--- config.mk ---
export PLATFORM = sky130hd
export DESIGN_NAME = msm_timer
export DESIGN_NICKNAME = d
export VERILOG_FILES = /design/src/verilog/msm_pkg.sv /design/src/verilog/msm_timer.sv
export SDC_FILE = /design/constraint.sdc
export NUM_CORES = 1
export LEC_CHECK = 0
export BUFFER_PORTS_ARGS = -buffer_cell sky130_fd_sc_hd__clkbuf_2
export CORE_ASPECT_RATIO = 0.9
export CORE_MARGIN = 1.5
export CORE_UTILIZATION = 55
export DETAILED_ROUTE_END_ITERATION = 12
export PLACE_DENSITY = 0.76
export SETUP_SLACK_MARGIN = 0.3
export SYNTH_ARGS = -nofsm -noshare
export SYNTH_HDL_FRONTEND = slang
export SYNTH_SLANG_ARGS = --single-unit
--- constraint.sdc ---
create_clock -name aclk -period 4.93 [get_ports aclk]
set_input_delay 0 -clock aclk [delete_from_list [all_inputs] [get_ports aclk]]
set_output_delay 0 -clock aclk [all_outputs]
set_load 0.02 [all_outputs]
--- src/verilog/msm_pkg.sv ---
package msm_pkg;
  // Register byte offsets on the AXI4-Lite bus
  localparam logic [5:0] OFF_CTRL = 6'h00;
  localparam logic [5:0] OFF_PRSC = 6'h04;
  localparam logic [5:0] OFF_TIMH = 6'h08;
  localparam logic [5:0] OFF_TIML = 6'h0C;
  localparam logic [5:0] OFF_ZCAP = 6'h10;
  localparam logic [5:0] OFF_ZPRV = 6'h14;
  localparam logic [5:0] OFF_COMM = 6'h18;
  localparam logic [5:0] OFF_DEMAG = 6'h1C;
  localparam logic [5:0] OFF_STAT = 6'h20;
  localparam logic [5:0] OFF_HALL = 6'h24;
  localparam logic [5:0] OFF_LAST = OFF_HALL;

  // Control register fields
  localparam int unsigned CTRL_W = 7;
  localparam int unsigned CTRL_RST = 0;
  localparam int unsigned CTRL_CKE = 1;
  localparam int unsigned CTRL_SWA = 2;
  localparam int unsigned CTRL_TES_LO = 3;
  localparam int unsigned CTRL_TES_HI = 4;
  localparam int unsigned CTRL_COUNT_DIRECTION_BIT = 5;
  localparam int unsigned CTRL_ECM = 6;

  // Status register fields
  localparam int unsigned STAT_W = 5;
  localparam int unsigned ST_MINUS = 0;
  localparam int unsigned ST_PLUS = 1;
  localparam int unsigned ST_CAPT = 2;
  localparam int unsigned ST_SPDERR = 3;
  localparam int unsigned ST_HALL = 4;

  // Speed sensor selection codes
  localparam logic [1:0] TES_SWITCH = 2'h0;
  localparam logic [1:0] TES_TACHO = 2'h1;
  localparam logic [1:0] TES_HALL = 2'h2;
  localparam logic [1:0] TES_ENC = 2'h3;

  // Counter and prescaler limits
  localparam logic [15:0] CNT_MAX = 16'hFFFF;
  localparam logic [15:0] CNT_LOW_LIMIT = 16'h5500;
  localparam logic [7:0] CMP_LOW_BYTE = 8'hFF;
  localparam logic [7:0] TIMH_MAX = 8'hFF;
  localparam logic [7:0] TIMH_MIN = 8'h00;
  localparam logic [3:0] PS_MAX = 4'hF;
  localparam logic [3:0] PS_MIN = 4'h0;
  localparam logic [15:0] DIV_ONE = 16'h0001;

  localparam logic [1:0] RESP_OKAY = 2'h0;
  localparam logic [1:0] RESP_SLVERR = 2'h2;

  typedef enum {MODE_HOLD, MODE_CFG, MODE_SW, MODE_AUTO, MODE_SPEED} msm_mode_t;

  typedef struct packed {
    logic [CTRL_W-1:0] ctrl;
    logic [3:0] ps;
    logic [15:0] cnt;
    logic [15:0] cap;
    logic [7:0] comm;
    logic [7:0] demag;
    logic [STAT_W-1:0] stat;
    logic [2:0] hall_prev;
    logic [2:0] hall_tog;
    logic lock;
    logic [14:0] div;
  } msm_regs_t;

  typedef struct packed {
    logic aw_got;
    logic [5:0] awaddr;
    logic w_got;
    logic [31:0] wdata;
    logic wstrb0;
    logic bvalid;
    logic [1:0] bresp;
    logic rvalid;
    logic [31:0] rdata;
    logic [1:0] rresp;
  } msm_axi_t;

  localparam msm_regs_t REGS_RESET = '0;
  localparam msm_axi_t AXI_RESET = '0;
endpackage : msm_pkg

--- src/verilog/msm_timer.sv ---
`timescale 1ns/1ps
module msm_timer (
  input wire logic aclk,
  input wire logic aresetn,
  input wire logic ce,
  input wire logic [5:0] s_axi_awaddr,
  input wire logic s_axi_awvalid,
  output logic s_axi_awready,
  input wire logic [31:0] s_axi_wdata,
  input wire logic [3:0] s_axi_wstrb,
  input wire logic s_axi_wvalid,
  output logic s_axi_wready,
  output logic [1:0] s_axi_bresp,
  output logic s_axi_bvalid,
  input wire logic s_axi_bready,
  input wire logic [5:0] s_axi_araddr,
  input wire logic s_axi_arvalid,
  output logic s_axi_arready,
  output logic [31:0] s_axi_rdata,
  output logic [1:0] s_axi_rresp,
  output logic s_axi_rvalid,
  input wire logic s_axi_rready,
  input wire logic tacho_capture,
  input wire logic encoder_tick,
  input wire logic rtc_tick,
  input wire logic [2:0] sensor_input_pins,
  output logic capture_flag,
  output logic speed_error_flag,
  output logic prescaler_plus_flag,
  output logic prescaler_minus_flag,
  output logic hall_event_flag
);
  msm_pkg::msm_regs_t r_reg, r_next;
  msm_pkg::msm_axi_t a_reg, a_next;
  msm_pkg::msm_mode_t mode;
  logic running, encoder, src_evt, tick, cap_evt, hall_toggled;
  logic wr_en, wr_act, rd_en, rd_ok;
  logic [15:0] lim;
  logic [31:0] rd_val;

  // Handshake readies straight from state; a frozen block accepts nothing
  assign s_axi_awready = ce & ~a_reg.aw_got;
  assign s_axi_wready = ce & ~a_reg.w_got;
  assign s_axi_arready = ce & ~a_reg.rvalid;
  assign s_axi_bvalid = a_reg.bvalid;
  assign s_axi_bresp = a_reg.bresp;
  assign s_axi_rvalid = a_reg.rvalid;
  assign s_axi_rdata = a_reg.rdata;
  assign s_axi_rresp = a_reg.rresp;
  assign capture_flag = r_reg.stat[msm_pkg::ST_CAPT];
  assign speed_error_flag = r_reg.stat[msm_pkg::ST_SPDERR];
  assign prescaler_plus_flag = r_reg.stat[msm_pkg::ST_PLUS];
  assign prescaler_minus_flag = r_reg.stat[msm_pkg::ST_MINUS];
  assign hall_event_flag = r_reg.stat[msm_pkg::ST_HALL];

  // Mode decode, counter clock and event sources
  always_comb begin
    if (r_reg.ctrl[msm_pkg::CTRL_RST]) begin
      mode = msm_pkg::MODE_HOLD;
    end else if (!r_reg.ctrl[msm_pkg::CTRL_CKE]) begin
      mode = msm_pkg::MODE_CFG;
    end else if (r_reg.ctrl[msm_pkg::CTRL_TES_HI:msm_pkg::CTRL_TES_LO] != msm_pkg::TES_SWITCH) begin
      mode = msm_pkg::MODE_SPEED;
    end else if (r_reg.ctrl[msm_pkg::CTRL_SWA]) begin
      mode = msm_pkg::MODE_AUTO;
    end else begin
      mode = msm_pkg::MODE_SW;
    end
    running = (mode == msm_pkg::MODE_SW) || (mode == msm_pkg::MODE_AUTO) || (mode == msm_pkg::MODE_SPEED);
    encoder = r_reg.ctrl[msm_pkg::CTRL_TES_HI:msm_pkg::CTRL_TES_LO] == msm_pkg::TES_ENC;
    src_evt = (mode == msm_pkg::MODE_SPEED && encoder) ? encoder_tick : 1'b1;
    lim = (msm_pkg::DIV_ONE << r_reg.ps) - msm_pkg::DIV_ONE;
    tick = running & src_evt & (r_reg.div >= lim[14:0]); // No long stall after a prescaler step down
    hall_toggled = |(sensor_input_pins ^ r_reg.hall_prev);
    wr_en = a_reg.aw_got & a_reg.w_got & ~a_reg.bvalid;
    wr_act = wr_en & a_reg.wstrb0 & (a_reg.awaddr[1:0] == 2'h0) & (a_reg.awaddr <= msm_pkg::OFF_LAST);
    rd_en = s_axi_arvalid & s_axi_arready;
    rd_ok = (s_axi_araddr[1:0] == 2'h0) && (s_axi_araddr <= msm_pkg::OFF_LAST);
    cap_evt = 1'b0;
    if (mode == msm_pkg::MODE_SPEED) begin
      case (r_reg.ctrl[msm_pkg::CTRL_TES_HI:msm_pkg::CTRL_TES_LO])
        msm_pkg::TES_TACHO: cap_evt = tacho_capture;
        msm_pkg::TES_HALL: cap_evt = hall_toggled;
        msm_pkg::TES_ENC: cap_evt = r_reg.ctrl[msm_pkg::CTRL_ECM] ?
          (rd_en && s_axi_araddr == msm_pkg::OFF_TIMH) : rtc_tick;
        default: cap_evt = 1'b0;
      endcase
    end
  end

  // Read data mux
  always_comb begin
    rd_val = 32'h0000_0000;
    case (s_axi_araddr)
      msm_pkg::OFF_CTRL: rd_val[msm_pkg::CTRL_W-1:0] = r_reg.ctrl;
      msm_pkg::OFF_PRSC: rd_val[3:0] = r_reg.ps;
      msm_pkg::OFF_TIMH: rd_val[7:0] = r_reg.cnt[15:8];
      msm_pkg::OFF_TIML: rd_val[7:0] = r_reg.cnt[7:0];
      msm_pkg::OFF_ZCAP: rd_val[7:0] = r_reg.cap[15:8];
      msm_pkg::OFF_ZPRV: rd_val[7:0] = r_reg.cap[7:0];
      msm_pkg::OFF_COMM: rd_val[7:0] = r_reg.comm;
      msm_pkg::OFF_DEMAG: rd_val[7:0] = r_reg.demag;
      msm_pkg::OFF_STAT: rd_val[msm_pkg::STAT_W-1:0] = r_reg.stat;
      msm_pkg::OFF_HALL: rd_val[5:0] = {r_reg.hall_tog, sensor_input_pins};
      default: rd_val = 32'h0000_0000;
    endcase
  end

  // Bus slave next state; write address and data taken in either order
  always_comb begin
    a_next = a_reg;
    if (s_axi_awvalid && s_axi_awready) begin
      a_next.aw_got = 1'b1;
      a_next.awaddr = s_axi_awaddr;
    end
    if (s_axi_wvalid && s_axi_wready) begin
      a_next.w_got = 1'b1;
      a_next.wdata = s_axi_wdata;
      a_next.wstrb0 = s_axi_wstrb[0];
    end
    if (wr_en) begin
      a_next.aw_got = 1'b0;
      a_next.w_got = 1'b0;
      a_next.bvalid = 1'b1;
      a_next.bresp = ((a_reg.awaddr[1:0] == 2'h0) && (a_reg.awaddr <= msm_pkg::OFF_LAST)) ?
        msm_pkg::RESP_OKAY : msm_pkg::RESP_SLVERR;
    end
    if (a_reg.bvalid && s_axi_bready) begin
      a_next.bvalid = 1'b0;
    end
    if (rd_en) begin
      a_next.rvalid = 1'b1;
      a_next.rdata = rd_val;
      a_next.rresp = rd_ok ? msm_pkg::RESP_OKAY : msm_pkg::RESP_SLVERR;
    end else if (a_reg.rvalid && s_axi_rready) begin
      a_next.rvalid = 1'b0;
    end
  end

  // Timer next state; hardware updates follow software writes so sets win
  always_comb begin
    r_next = r_reg;
    r_next.hall_prev = sensor_input_pins;
    if (wr_act) begin
      case (a_reg.awaddr)
        msm_pkg::OFF_CTRL: r_next.ctrl = a_reg.wdata[msm_pkg::CTRL_W-1:0];
        msm_pkg::OFF_PRSC: if (mode == msm_pkg::MODE_CFG) r_next.ps = a_reg.wdata[3:0];
        msm_pkg::OFF_TIMH: if (mode == msm_pkg::MODE_CFG) r_next.cnt[15:8] = a_reg.wdata[7:0];
        msm_pkg::OFF_TIML: if (mode == msm_pkg::MODE_CFG) r_next.cnt[7:0] = a_reg.wdata[7:0];
        msm_pkg::OFF_ZCAP: r_next.cap[15:8] = a_reg.wdata[7:0];
        msm_pkg::OFF_ZPRV: r_next.cap[7:0] = a_reg.wdata[7:0];
        msm_pkg::OFF_COMM: r_next.comm = a_reg.wdata[7:0];
        msm_pkg::OFF_DEMAG: r_next.demag = a_reg.wdata[7:0];
        msm_pkg::OFF_STAT: begin
          if (mode == msm_pkg::MODE_SW) begin
            if (a_reg.wdata[msm_pkg::ST_MINUS] && r_reg.ps != msm_pkg::PS_MIN) r_next.ps = r_reg.ps - 4'h1;
            else if (a_reg.wdata[msm_pkg::ST_PLUS] && r_reg.ps != msm_pkg::PS_MAX) r_next.ps = r_reg.ps + 4'h1;
          end else begin
            r_next.stat = r_reg.stat & ~a_reg.wdata[msm_pkg::STAT_W-1:0];
          end
        end
        default: r_next = r_next;
      endcase
    end
    if (running && src_evt) begin
      r_next.div = tick ? 15'h0000 : r_reg.div + 15'h0001;
    end
    case (mode)
      msm_pkg::MODE_HOLD: begin
        r_next.cnt = 16'h0000;
        r_next.div = 15'h0000;
      end
      msm_pkg::MODE_SW, msm_pkg::MODE_AUTO: begin
        if (tick) begin
          if (r_reg.ctrl[msm_pkg::CTRL_COUNT_DIRECTION_BIT]) begin
            r_next.cnt[15:8] = r_reg.cnt[15:8] - 8'h01;
          end else if (mode == msm_pkg::MODE_AUTO && r_reg.cnt[15:8] == msm_pkg::TIMH_MAX &&
                       r_reg.ps != msm_pkg::PS_MAX) begin
            r_next.ps = r_reg.ps + 4'h1;
            r_next.cnt[15:8] = r_reg.cnt[15:8] >> 1;
            r_next.stat[msm_pkg::ST_PLUS] = 1'b1;
          end else if (r_reg.cnt[15:8] != msm_pkg::TIMH_MAX) begin
            r_next.cnt[15:8] = r_reg.cnt[15:8] + 8'h01;
          end
        end
      end
      msm_pkg::MODE_SPEED: begin
        if (cap_evt && !r_reg.lock) begin
          r_next.cap = r_reg.cnt;
          r_next.cnt = 16'h0000;
          r_next.div = 15'h0000;
          r_next.stat[msm_pkg::ST_CAPT] = 1'b1;
          if (r_reg.cnt < msm_pkg::CNT_LOW_LIMIT && r_reg.ps != msm_pkg::PS_MIN) begin
            r_next.ps = r_reg.ps - 4'h1;
            r_next.stat[msm_pkg::ST_MINUS] = 1'b1;
          end
        end else if (tick) begin
          if (r_reg.cnt == msm_pkg::CNT_MAX) begin
            if (r_reg.ps != msm_pkg::PS_MAX) begin
              r_next.ps = r_reg.ps + 4'h1;
              r_next.cnt = r_reg.cnt >> 1;
              r_next.stat[msm_pkg::ST_PLUS] = 1'b1;
            end
          end else begin
            r_next.cnt = r_reg.cnt + 16'h0001;
          end
        end
        if (!encoder && r_reg.cnt > {r_reg.demag, msm_pkg::CMP_LOW_BYTE}) begin
          r_next.stat[msm_pkg::ST_SPDERR] = 1'b1;
        end
        if (hall_toggled && r_reg.ctrl[msm_pkg::CTRL_TES_HI:msm_pkg::CTRL_TES_LO] == msm_pkg::TES_HALL) begin
          r_next.hall_tog = sensor_input_pins ^ r_reg.hall_prev;
          r_next.stat[msm_pkg::ST_HALL] = 1'b1;
        end
      end
      default: r_next = r_next;
    endcase
    if (rd_en && s_axi_araddr == msm_pkg::OFF_ZPRV) begin
      r_next.lock = 1'b0;
    end else if (rd_en && s_axi_araddr == msm_pkg::OFF_ZCAP && mode == msm_pkg::MODE_SPEED) begin
      r_next.lock = 1'b1;
    end
  end

  // State registers; clock enable low freezes everything except a reset, which still clears them
  always_ff @(posedge aclk) begin
    if (!aresetn) begin
      r_reg <= msm_pkg::REGS_RESET;
      a_reg <= msm_pkg::AXI_RESET;
    end else if (ce) begin
      r_reg <= r_next;
      a_reg <= a_next;
    end
  end
endmodule : msm_timer
==> reports/metrics.csv <==
stage;metric;value;unit
floorplan;initial_core_util;57.0;%
synth;synth.area.top_cells;dfxtp_1 27%, mux2i_1 6.6%, nor2_1 6.0%;
placed_design;portBuffers;54;
clock_tree;clockBufferDepth;2;
routing;finalWirelength;26700;µm
power_and_ir_drop;seqPwrFrac;37.1;%
global_routing;grt-ovfl-total;0;
hold_path;holdPathStages;4;
routing;highest_layer;met4;
synth;async_flop_share;0;%
floorplan;dieArea;16200;µm²
clock_tree;clk_pin_slew;0.06;ns
worst_setup_path;r2r-start;r_reg[76]$_SDFFE_PN0P_;
routing;wl_met3;3330;µm
clock_tree;cts_setup_buffers;0;
placed_design;place_congestion;0.980;
hold_path;hold_end;s_axi_rdata[7]$_SDFFE_PN0P_;
routing;first_pass_iters;7;
clock_tree;htree_levels;4;
synth;yosys_warnings;0;
hold_path;worstHoldStart;s_axi_arvalid;
run_status;status;finished, final reports clean;
routing;ant_nets;0;
power_and_ir_drop;p_leak;3.79;nW
global_routing;grtUsageTotal;33.6;%
worst_setup_path;reg2reg_to;r_reg[75]$_SDFFE_PN0P_;
sta;fmax;229;MHz
global_routing;grt_antenna_before_repair;1;
power_and_ir_drop;switching_share;26.9;%
routing;dr.first_iter.drc_count;1161;
worst_setup_path;r2r_cells;15;
routing;drc;0;
synth;ys_seq_area_share;27.0;%
worst_setup_path;end_kind;flip-flop;
cells_and_area;largest_reg_flops;81;
sta;rsz0062_at_grt;true;
global_routing;grt_pass1_wl;42900;µm
sta;report.final.slew_viol_count;0;
synth;synthesis.area;8510;µm²
routing;viasPerCell;6.46;
run;max_cap_violations;0;
routing;met2_length;11300;µm
sta;fin_ws;0.564;ns
worst_setup_path;r2r_slack;0.56;ns
synth;synth-seq-cells;115;
power_and_ir_drop;clkPwrFrac;51.4;%
routing;post_drt_wl_per_cell;19.8;µm
sta;worst_slew_pin_slew;1.24;ns
power_and_ir_drop;internal_power;1.92;mW
sta;clock_skew;0.00921;ns
worst_setup_path;critPathLaunchType;flip-flop;
worst_setup_path;critPathMaxFanout;8;
synth;synth_area_leader_cell;dfxtp_1;
power_and_ir_drop;peakVddDrop;260;µV
routing;num_vias;8706;
cells_and_area;fin_cells;1347;
worst_setup_path;arrival;4.71;ns
power_and_ir_drop;combPwrFrac;11.5;%
synth;synth_ff_type;dfxtp_1;
synth;synth.top_cell.area_share;27.0;%
placed_design;dp_hpwl;18000;µm
floorplan;rows;42;
power_and_ir_drop;cellPowerDensity;274;nW/µm²
power_and_ir_drop;switching_power;0.707;mW
global_routing;grt_max_degree;64;
floorplan;io_pins;108;
clock_tree;cts_tree;yes;
floorplan;die_w;134;µm
clock_tree;root_buffer;clkbuf_16;
worst_setup_path;critical_path_required;5.27;ns
sta;period_needed;4.37;ns
sta;setup-violations-final;0;
placed_design;pre_cts_ws;-0.123;ns
clock_tree;cts_buffers;17;
synth;avgSynthCellArea;7.59;µm²
cells_and_area;area_growth;12.4;%
worst_setup_path;critPathKind;reg2reg;
cells_and_area;layout.nets;1232;
placed_design;dpl.cell_count;1292;
synth;yosysUniqueCellTypes;79;
sta;period_share;88.6;%
sta;hold_violations;0;
global_routing;grt_pass1_vias;7953;
routing;wl_met1;11300;µm
floorplan;die_y;121;µm
cells_and_area;drive_gt1_share;12.7;%
clock_tree;clock_latency;0.42;ns
synth;netlist_instances;1121;
hold_path;hold_path.class;in2reg;
synth;synth_edf_count;0;
floorplan;coreArea;14900;µm²
clock_tree;cts_sinks;115;
sta;max-slew-margin-rel;17.4;%
-- layer usage --
| metal | up-vias | track usage [%] |
|---|---|---|
| met5 | - | 0 |
| met4 | 0 | 12.8 |
| met3 | 75 | 10.2 |
| met2 | 533 | 49.9 |
| met1 | 4032 | 45.7 |
| li1 | 4066 | - |
-- layout make-up --
cell class,count,area [µm²]
Multi-Input combinational cell,886,5690
Antenna cell,1,2.50
Clock buffer,18,439
Sequential cell,115,2300
Timing Repair Buffer,90,596
Inverter,25,93.8
Fill cell,1308,5360
Tap cell,198,248
Clock inverter,14,201
-- what timing repair did --
action                                  4_1_cts  5_1_grt
hold endpoints to repair                     24        0
hold buffers                                 22        0
endpoints found under the setup margin       19       36
cloned                                        0        0
resized for setup                             3        9
-- worst max-delay path, stage by stage (launching register included) --
cell	delay (ns)
dfxtp_2	0.37
inv_1	0.12
ha_1	0.25
or3b_2	0.56
ha_1	0.33
o211ai_1	0.21
nor2_1	0.07
o32a_1	0.31
ha_1	0.32
nand4_1	0.21
nor4b_2	0.27
o2bb2ai_1	0.22
a21o_1	0.19
a211oi_1	0.18
or4_1	0.50
a31oi_1	0.19
-- worst max path at each step --
stage / from / to
finish: r_reg[76]$_SDFFE_PN0P_ / r_reg[75]$_SDFFE_PN0P_
global route: r_reg[76]$_SDFFE_PN0P_ / r_reg[7]$_SDFFE_PN0P_
CTS: r_reg[76]$_SDFFE_PN0P_ / r_reg[67]$_SDFFE_PN0P_
detailed placement: r_reg[76]$_SDFFE_PN0P_ / r_reg[3]$_SDFFE_PN0P_
global placement: r_reg[76]$_SDFFE_PN0P_ / r_reg[3]$_SDFFE_PN0P_
floorplan: r_reg[77]$_SDFFE_PN0P_ / r_reg[75]$_SDFFE_PN0P_
-- through the flow --
stage / utilization [%] / power, mW / TNS (ns) / instance area [µm²] / hold WS (ns)
finish: 64.1 / 2.62 / 0 / 9570 / 0.122
global route: 64.1 / 2.71 / 0 / 9570 / 0.155
CTS: 63.9 / 2.62 / 0 / 9530 / 0.122
detailed placement: 58.0 / 1.27 / -0.168 / 8660 / 0.230
global placement: 58.0 / 1.26 / 0 / 8660 / 0.223
floorplan: - / 1.20 / 0 / 8610 / 0.136
-- cells by family after synthesis --
logic type	Yosys count	share of synthesized area, %
compound gates	293	22.8
xor+xnor	22	2.26
fa+ha+maj	35	5.14
buf+inv	145	8.14
flops	115	27.0
mux	67	8.83
other cells	1	0.0440
simple gates	443	25.7
-- Yosys cell counts (all sizes together) (6+ instances only) --
master	count
a31oi	20
a32oi	9
o22ai	7
a22oi	11
and3	27
clkbuf	72
dfxtp	115
xor2	12
nor2b	10
nor3	34
a21oi	64
nand4	15
mux2i	56
o211ai	17
o21ai	72
and2	12
buf	48
a211oi	7
xnor2	10
nand3	45
nor4	8
nand2	98
a221oi	11
mux4	6
o31ai	7
ha	35
nor2	135
nand2b	26
o221ai	10
inv	25
a21o	16
-- power groups by stage --
stage          Clock (mW)  Sequential [mW]  Combinational [mW]
5_1_grt              1.40            0.973               0.330
3_3_place_gp            0            0.989               0.273
4_1_cts              1.35            0.970               0.293
6_report             1.35            0.972               0.302
3_5_place_dp            0            0.990               0.277
2_1_floorplan           0            0.974               0.230
-- placed cells by master, fill, tap and decap left out, types with 6 or more instances in the layout --
master	n
a21o_1	16
clkbuf_16	17
dfxtp_1	114
xnor2_1	10
a221oi_1	11
a22oi_1	11
and2_1	11
a32oi_1	9
a31oi_1	20
buf_4	14
conb_1	26
clkbuf_2	54
xor2_1	12
mux4_2	6
inv_1	24
o211ai_1	17
o31ai_1	6
dlygate4sd3_1	22
mux2i_1	56
ha_1	35
nand2b_1	25
a211oi_1	7
nor3_1	31
and3_1	27
o221ai_1	10
nor2_1	134
nand2_1	98
o22ai_1	7
a21oi_1	59
nor2b_1	10
nand3_1	44
o21ai_0	70
nand4_1	15
No activity file was read; power rests on OpenSTA's default activity.
